**config.mk**
```make
export PLATFORM = sky130hd
export DESIGN_NAME = ewt_timer
export DESIGN_NICKNAME = d
export VERILOG_FILES = /design/src/rtl/ewt_pkg.sv /design/src/rtl/ewt_timer.sv
export SDC_FILE = /design/constraint.sdc
export NUM_CORES = 1
export LEC_CHECK = 0
export CAP_MARGIN = 20
export CORE_ASPECT_RATIO = 0.5
export CORE_MARGIN = 5
export CORE_UTILIZATION = 35
export DETAILED_ROUTE_END_ITERATION = 10
export DONT_BUFFER_PORTS = 1
export PLACE_DENSITY = 0.56
export SLEW_MARGIN = 20
export SYNTH_ARGS = -nofsm -noshare
export SYNTH_HDL_FRONTEND = slang
export SYNTH_SLANG_ARGS = --single-unit
```
**constraint.sdc**
```tcl
create_clock -name I_CORE_CLK -period 9.8 [get_ports I_CORE_CLK]
set_clock_uncertainty 0.2 [all_clocks]
set_input_delay 2.94 -clock I_CORE_CLK [delete_from_list [all_inputs] [get_ports I_CORE_CLK]]
set_output_delay 2.94 -clock I_CORE_CLK [all_outputs]
set_load 0.01 [all_outputs]
```
**src/rtl/ewt_pkg.sv**
```systemverilog
// constants, register map and field layout of the eight-bit wrap timer
// assumes a 32-bit avalon-mm slave with word-aligned registers
package ewt_pkg;
  localparam logic [3:0] EWT_ADDR_SC      = 4'h0;
  localparam logic [3:0] EWT_ADDR_CLK     = 4'h4;
  localparam logic [3:0] EWT_ADDR_CNT     = 4'h8;
  localparam logic [3:0] EWT_ADDR_CMP     = 4'hC;
  localparam int         EWT_BIT_OVF      = 7;
  localparam int         EWT_BIT_IRQ_EN   = 6;
  localparam int         EWT_BIT_CLR      = 5;
  localparam int         EWT_BIT_HALT     = 4;
  localparam int         EWT_SRC_HI       = 5;
  localparam int         EWT_SRC_LO       = 4;
  localparam int         EWT_PS_HI        = 3;
  localparam int         EWT_PS_LO        = 0;
  localparam logic [3:0] EWT_PS_MAX       = 4'h8;
  localparam logic [7:0] EWT_CNT_RESET    = 8'h00;
  localparam logic [7:0] EWT_CMP_RESET    = 8'h00;
  localparam logic [3:0] EWT_PS_RESET     = 4'h0;
  localparam logic       EWT_HALT_RESET   = 1'b1;
  typedef enum logic [1:0] {
    EWT_SRC_BUS  = 2'b00,
    EWT_SRC_FIX  = 2'b01,
    EWT_SRC_FALL = 2'b10,
    EWT_SRC_RISE = 2'b11
  } ewt_src_e;
endpackage : ewt_pkg

```
**src/rtl/ewt_timer.sv**
```systemverilog
// eight-bit wrap timer with avalon-mm register slave
// assumes fixed clock and timer pin are asynchronous to I_CORE_CLK
`timescale 1ns/10ps
module ewt_timer (
  // clock and reset
  input  wire logic        I_CORE_CLK,
  input  wire logic        I_RESET_N,
  // avalon-mm slave
  input  wire logic [3:0]  I_AVS_ADDRESS,
  input  wire logic        I_AVS_READ,
  input  wire logic        I_AVS_WRITE,
  input  wire logic [31:0] I_AVS_WRITEDATA,
  input  wire logic [3:0]  I_AVS_BYTEENABLE,
  output logic      [31:0] O_AVS_READDATA,
  output logic             O_AVS_WAITREQUEST,
  // count sources
  input  wire logic        I_FIXED_FREQ_CLOCK,
  input  wire logic        I_EXT_TIMER_CLOCK_PIN,
  // interrupt request
  output logic             O_OVERFLOW_IRQ
);
  import ewt_pkg::*;

  logic [7:0] count_register;
  logic [7:0] wrap_compare_value;
  logic       overflow_flag;
  logic       overflow_irq_enable;
  logic       counter_halt;
  ewt_src_e   clock_source_select;
  logic [3:0] prescale_select;
  logic [7:0] prescale_count;
  logic       clear_armed;
  logic       answered;
  logic [2:0] fix_sync;
  logic [2:0] pin_sync;
  logic [31:0] rdata;

  // one-wait-state slave: a request is answered the cycle after it appears
  wire access     = I_AVS_READ | I_AVS_WRITE;
  wire take       = access & answered;
  wire lane0      = I_AVS_BYTEENABLE[0];
  wire wr_sc      = take & I_AVS_WRITE & lane0 & (I_AVS_ADDRESS == EWT_ADDR_SC);
  wire wr_clk     = take & I_AVS_WRITE & lane0 & (I_AVS_ADDRESS == EWT_ADDR_CLK);
  wire wr_cmp     = take & I_AVS_WRITE & lane0 & (I_AVS_ADDRESS == EWT_ADDR_CMP);
  wire rd_sc      = take & I_AVS_READ & (I_AVS_ADDRESS == EWT_ADDR_SC);
  wire wd_clr     = I_AVS_WRITEDATA[EWT_BIT_CLR];
  wire wd_ovf     = I_AVS_WRITEDATA[EWT_BIT_OVF];

  assign O_AVS_WAITREQUEST = access & ~answered;

  always_ff @(posedge I_CORE_CLK or negedge I_RESET_N) begin
    if (!I_RESET_N) begin
      answered <= 1'b0;
    end else begin
      answered <= access & ~answered;
    end
  end

  // three stages: first two synchronise, third is the edge history
  always_ff @(posedge I_CORE_CLK or negedge I_RESET_N) begin
    if (!I_RESET_N) begin
      fix_sync <= 3'h0;
      pin_sync <= 3'h0;
    end else begin
      fix_sync <= {fix_sync[1:0], I_FIXED_FREQ_CLOCK};
      pin_sync <= {pin_sync[1:0], I_EXT_TIMER_CLOCK_PIN};
    end
  end

  // fixed clock counts on its rising edge; pin edge chosen by source
  wire fix_rise  = fix_sync[1] & ~fix_sync[2];
  wire pin_rise  = pin_sync[1] & ~pin_sync[2];
  wire pin_fall  = ~pin_sync[1] & pin_sync[2];

  logic src_tick;
  always_comb begin
    unique case (clock_source_select)
      EWT_SRC_BUS:  src_tick = 1'b1;
      EWT_SRC_FIX:  src_tick = fix_rise;
      EWT_SRC_FALL: src_tick = pin_fall;
      EWT_SRC_RISE: src_tick = pin_rise;
    endcase
  end

  // prescaler free-runs on source ticks; tap selects the ratio
  function automatic logic [3:0] ewt_ps_clip(input logic [3:0] ps);
    ewt_ps_clip = (ps > EWT_PS_MAX) ? EWT_PS_MAX : ps;
  endfunction : ewt_ps_clip

  wire [3:0] ps_eff    = ewt_ps_clip(prescale_select);
  wire [8:0] ps_mask   = 9'((9'h001 << ps_eff) - 9'h001);
  wire       running   = ~counter_halt;
  wire       ps_full   = ((prescale_count & ps_mask[7:0]) == ps_mask[7:0]);
  wire       inc       = running & src_tick & ps_full;
  // zero compare never matches before 8'hFF, so plain wrap gives free run
  wire       at_wrap   = (wrap_compare_value == EWT_CMP_RESET) ?
                         (count_register == 8'hFF) :
                         (count_register == wrap_compare_value);
  wire       overflow  = inc & at_wrap;
  wire       cnt_clear = wr_cmp | (wr_sc & wd_clr);

  always_ff @(posedge I_CORE_CLK or negedge I_RESET_N) begin
    if (!I_RESET_N) begin
      prescale_count <= 8'h00;
    end else if (cnt_clear) begin
      prescale_count <= 8'h00;
    end else if (running & src_tick) begin
      prescale_count <= prescale_count + 8'h01;
    end
  end

  // source and prescale writes leave the count alone
  always_ff @(posedge I_CORE_CLK or negedge I_RESET_N) begin
    if (!I_RESET_N) begin
      count_register <= EWT_CNT_RESET;
    end else if (cnt_clear) begin
      count_register <= EWT_CNT_RESET;
    end else if (overflow) begin
      count_register <= EWT_CNT_RESET;
    end else if (inc) begin
      count_register <= count_register + 8'h01;
    end
  end

  always_ff @(posedge I_CORE_CLK or negedge I_RESET_N) begin
    if (!I_RESET_N) begin
      wrap_compare_value  <= EWT_CMP_RESET;
      clock_source_select <= EWT_SRC_BUS;
      prescale_select     <= EWT_PS_RESET;
      counter_halt        <= EWT_HALT_RESET;
      overflow_irq_enable <= 1'b0;
    end else begin
      if (wr_cmp) begin
        wrap_compare_value <= I_AVS_WRITEDATA[7:0];
      end
      if (wr_clk) begin
        clock_source_select <= ewt_src_e'(I_AVS_WRITEDATA[EWT_SRC_HI:EWT_SRC_LO]);
        prescale_select     <= I_AVS_WRITEDATA[EWT_PS_HI:EWT_PS_LO];
      end
      if (wr_sc) begin
        counter_halt        <= I_AVS_WRITEDATA[EWT_BIT_HALT];
        overflow_irq_enable <= I_AVS_WRITEDATA[EWT_BIT_IRQ_EN];
      end
    end
  end

  // a new overflow disarms the pending clear and wins over any clear
  wire flag_clear = cnt_clear | (wr_sc & ~wd_ovf & clear_armed);

  always_ff @(posedge I_CORE_CLK or negedge I_RESET_N) begin
    if (!I_RESET_N) begin
      overflow_flag <= 1'b0;
      clear_armed   <= 1'b0;
    end else begin
      if (overflow) begin
        overflow_flag <= 1'b1;
      end else if (flag_clear) begin
        overflow_flag <= 1'b0;
      end
      if (overflow | flag_clear) begin
        clear_armed <= 1'b0;
      end else if (rd_sc & overflow_flag) begin
        clear_armed <= 1'b1;
      end
    end
  end

  assign O_OVERFLOW_IRQ = overflow_flag & overflow_irq_enable;

  always_comb begin
    rdata = 32'h0000_0000;
    unique case (I_AVS_ADDRESS)
      EWT_ADDR_SC: begin
        rdata[EWT_BIT_OVF]    = overflow_flag;
        rdata[EWT_BIT_IRQ_EN] = overflow_irq_enable;
        rdata[EWT_BIT_HALT]   = counter_halt; // clear bit reads zero
      end
      EWT_ADDR_CLK: rdata[EWT_SRC_HI:EWT_PS_LO] = {clock_source_select, prescale_select};
      EWT_ADDR_CNT: rdata[7:0] = count_register;
      EWT_ADDR_CMP: rdata[7:0] = wrap_compare_value;
      default:      rdata = 32'h0000_0000;
    endcase
  end

  always_ff @(posedge I_CORE_CLK or negedge I_RESET_N) begin
    if (!I_RESET_N) begin
      O_AVS_READDATA <= 32'h0000_0000;
    end else if (I_AVS_READ & ~answered) begin
      O_AVS_READDATA <= rdata;
    end
  end
endmodule : ewt_timer

```
# --- Word level (Yosys, flattened, before mapping) ---
# Index checks and enable logic that the tools add are counted.
totals:
  ff_bits: 49
  inputBits: 46
  out_inout_bits: 34
  word_cells: 82
classes:
  addsub: 3
  magnitude_cmp: 1
  n_eq_ne: 9
  n_shift: 1
  muxes: 16
  n_bitwise: 32
  reduce_logical: 7
op_table:
  columns: ["cell", "count"]
  rows:
  - ["8-bit two-way mux", 5]
  - ["1-bit bitwise AND", 21]
  - ["8-bit by 1-bit adder with 8-bit output (second input constant)", 2]
  - ["8-bit == test", 2]
  - ["4-bit one-hot mux with 3 select lines", 1]
  - ["8-bit bitwise AND", 1]
  - ["4-bit == test (second input constant)", 2]
  - ["8-bit == test (second input constant)", 1]
  - ["8-bit zero test", 1]
  - ["1-bit one-hot mux with 4 select lines", 2]
  - ["1-bit by 4-bit << shifter with 8-bit output (first input constant)", 1]
  - ["8-bit by 1-bit subtractor with 8-bit output (second input constant)", 1]
  - ["1-bit NOT", 6]
  - ["2-bit one-hot mux with 3 select lines", 1]
  - ["2-bit nonzero test", 3]
  - ["1-bit two-way mux", 5]
  - ["2-bit == test (second input constant)", 2]
  - ["4-bit by 3-bit == test with 1-bit output (second input constant)", 1]
  - ["4-bit > comparator (second input constant)", 1]
  - ["4-bit zero test", 1]
  - ["4-bit two-way mux", 1]
  - ["1-bit OR", 4]
  - ["1-bit one-hot mux with 3 select lines", 1]
  - ["3-bit nonzero test", 1]
  - ["2 further kinds", 2]

# --- Depth between registers and ports, before layout ---
depth:
  ltp_word: 10
  depth_mapped: 9

# --- Least setup slack after synthesis ---
# Ideal clock, no wire load.
synth_path:
  path_type: "input -> output"
  from: "input I_AVS_WRITE"
  to: "output O_AVS_WAITREQUEST"
  t_arrival_ps: 3149
  required_time_ps: 6660
  slack_ps: 3511
  cell_stages: 2
  n_path_buf: 0
  path_cell_list: "nor2_1 nor2_1"
synth_via:
  elab_chain_len: 2
synth_lines:
  columns: ["element", "line_no", "rtl"]
  rows:
  - ["start: declaration", "ewt_timer.sv:11", "input wire logic I_AVS_WRITE,"]
  - ["1-bit OR", "ewt_timer.sv:39", "wire access = I_AVS_READ | I_AVS_WRITE;"]
  - ["1-bit bitwise AND", "ewt_timer.sv:49", "assign O_AVS_WAITREQUEST = access & ~answered;"]
  - ["end: declaration", "ewt_timer.sv:15", "output logic O_AVS_WAITREQUEST,"]
# No other way between the ends.

# --- Final worst setup path ---
# Ends and elaborated chain as after synthesis.

==> flow_summary_export.csv <==
group,metric,value,unit
status,outcome,"finished clean",
global_route,grt_first_pass_wirelength,10400,um
critical_path,crit_path_end_kind,"output port",
detailed_routing,routedWlPerCell,15.7,um
clock_tree,clock_sink_count,49,
sta,setup_violating_endpoint_count_in_the_final_report,0,
yosys,postSynth.asyncResetShare,100,%
detailed_routing,routed-via-count,2076,
floorplanning,ports,80,
sta,finalWorstPathRequiredPeriod,6330,ps
detailed_routing,drc_errors,0,
cells_and_area,n_antenna_cell,0,
global_route,grt_remaining_overflow,0,
detailed_routing,drt-initial-drc-count,162,
floorplanning,die_w,138,um
clock_tree,tritoncts.num_buffers,5,
yosys,synth_cell_type_count,57,
sta,timing_worst_slew_pin_value,850,ps
floorplanning,die_y_extent,74.1,um
placement,placedCellCount,386,
critical_path,type_of_element_launching_the_critical_path,"input pin",
clock_tree,cts-htree-levels,2,
detailed_routing,final_antenna_net_count,0,
yosys,synth_simple_gate_area_share,20.7,%
critical_path,crit_path_kind,"in -> out",
critical_path,crit_buf_inv,0,
yosys,yosys.area_share.xor_xnor,3.35,%
placement,gp_congestion,0.805,
floorplanning,floorplan.die_area,10200,sq um
pwr,power.ir.vdd_worst,0.0759,mV
yosys,netlist_area_before_placement,2870,sq um
yosys,largest_family_of_logic_cells_by_synthesized_area,"simple AND/OR/NAND/NOR gates",
cells_and_area,multi_input_area,1440,sq um
detailed_routing,detail_route.wirelength,6190,um
cells_and_area,num-fill-cells,793,
detailed_routing,via_per_inst,5.27,
yosys,yosys-mux-area-fraction,9.76,%
clock_tree,clock_tree_from_tritoncts,"done",
yosys,flip_flop_and_latch_count_after_synthesis,49,
yosys,syn-instance-count,286,
worst_hold_path,worstHoldPathType,"reg -> reg",
yosys,ys_seq_area_share,42.7,%
cells_and_area,drive_gt1_share,17.4,%
cells_and_area,area.sequential,1230,sq um
global_route,overall_track_demand_over_capacity_in_global_routing,12.3,%
yosys,synth.avg_cell_area,10.0,sq um
critical_path,worst_ep_arrival_time,3190,ps
critical_path,critical-path-top-delay-family,"simple AND/OR/NAND/NOR gates",
critical_path,critPathMaxStageDelay,220,ps
cells_and_area,post-route-util,37.7,%
clock_tree,resize_count_post_cts,0,
critical_path,cp_data_required_time,6660,ps
detailed_routing,dr.pass1.iters,4,
cells_and_area,layoutNonFillerInstCount,394,
clock_tree,cts-root-buf,"clkbuf_16",
cells_and_area,area_delta_synth_final,5.01,%
sta,unrepaired_setup_endpoints_after_global_routing,"no",
placement,place.detailed.hpwl,4600,um
pwr,power_density,241,nW/um^2
sta,drv_slew,0,
sta,final_sum_of_negative_setup_slack,0,ps
yosys,synth-main-ff-cell,"dfrtp_1",
sta,hold_violations,0,
critical_path,timing.critical_path.fanout_max,2,
job,max_cap_viol_count,0,
global_route,grt_pass1_vias,2006,
floorplanning,core_region_area,8000,sq um
sta,timing.final.crit_share,64.6,%
pwr,p_leak,1.27,nW
sta,fmax,158,MHz
floorplanning,fp-row-count,23,
placement,port_buffers,0,
clock_tree,clk-insertion-delay-late,290,ps
clock_tree,cts.hold.buffers_added,0,
clock_tree,cts_buffer_depth,2,
yosys,share_of_the_synthesized_area_in_compound_gates_ao_oa_aoi_oai,11.9,%
critical_path,crit_path_cells,"nor2_1 > nor2_1",
global_route,number_of_antenna_violations_at_the_first_check_in_global_routing,0,
critical_path,cell_occurring_most_often_along_the_worst_timing_path,"nor2_1",
yosys,synth_warnings,0,
critical_path,critical-path-slowest-cell,"nor2_1",
yosys,synthAdderAreaFrac,1.31,%
floorplanning,floorplan.initialDensity,35.9,%
cells_and_area,layout.nets,330,
sta,slew_headroom,43.2,%
yosys,number_of_enable_type_register_cells_in_the_synthesized_netlist,0,
clock_tree,worst_setup_hold_path_clk_slew,60,ps
global_route,grt_max_degree,50,
clock_tree,post_cts_buffers,0,
-- cell families after synthesis --
logic type	count (synthesis)
other cells	1
compound gates	50
mux	24
flops	49
xor+xnor	11
buf+inv	42
fa+ha+maj	3
simple gates	106
-- flip-flops by register name (all words and copies together) (netlist names) --
name	count
O_AVS_READDATA	8
answered	1
clear_armed	1
clock_source_select	2
count_register	8
counter_halt	1
fix_sync	3
overflow_flag	1
overflow_irq_enable	1
pin_sync	3
prescale_count	8
prescale_select	4
wrap_compare_value	8
-- synth_stat cells, drive strengths merged, types with 5 or more instances --
master	n	area, sq um
nor4	9	77.6
nor3	7	35.0
clkbuf	6	22.5
a221o	5	51.3
inv	6	22.5
a21oi	9	45.0
buf	29	211
nand2b	5	31.3
nor2	22	82.6
nand2	26	97.6
a22oi	7	52.6
o21ai	16	80.1
dfrtp	48	1200
xnor2	7	61.3
mux2	22	248
nand3	8	40.0
-- final timing paths --
check                                   start  cells past startpoint  slack [ps]                end
hold / removal                    fix_sync[0]                      0         150        fix_sync[1]
min in group asynchronous           I_RESET_N                      0        2140  count_register[2]
setup reg to reg           prescale_select[3]                      8        6380  count_register[4]
max in group asynchronous           I_RESET_N                      0        7080       counter_halt
hold reg to reg                   fix_sync[0]                      0         150        fix_sync[1]
setup / recovery                  I_AVS_WRITE                      2        3470  O_AVS_WAITREQUEST
-- where the power goes --
group / leakage (nW) / total, mW / internal (mW) / switching (mW)
Sequential: 0.610 / 0.311 / 0.244 / 0.0663
Clock: 0.0831 / 0.204 / 0.127 / 0.0769
Combinational: 0.577 / 0.212 / 0.108 / 0.104
-- metrics by stage --
stage,area (sq um),total power [mW],setup slack (ps),hold WS (ps)
detailed placement,2840,0.524,3470,143
global placement,2840,0.513,3480,133
floorplan,2960,0.497,3510,131
global route,3020,0.776,3470,165
CTS,3020,0.730,3470,158
finish,3020,0.727,3470,152
-- area by class of cell --
type / count / share of cell area (%)
clock buffer: 6 / 4.60
clock inverter: 2 / 1.24
multi-input combinational: 218 / 47.8
sequential: 49 / 40.7
tap: 112 / 4.65
inverter: 6 / 0.747
timing repair buffer: 1 / 0.249
-- routing by layer --
metal,part of all wire [%],track usage [%]
met5,0,0
met4,0.52,2.63
met3,8.2,3.60
met2,46,20.9
met1,46,16.1
-- cells in the final DEF, fill, tap and decap left out, types with 4 or more instances in the layout --
cell type / count
nor4_1: 7
nand2_1: 26
o21ai_0: 16
conb_1: 24
xor2_1: 4
a221o_1: 4
a22oi_1: 7
and4_2: 4
dfrtp_1: 48
nand3_1: 8
nor2_1: 22
inv_1: 6
clkbuf_16: 5
xnor2_1: 7
a21oi_1: 9
mux2_2: 22
nor3_1: 7
nand2b_1: 5
No activity file was read; power rests on OpenSTA's default activity.
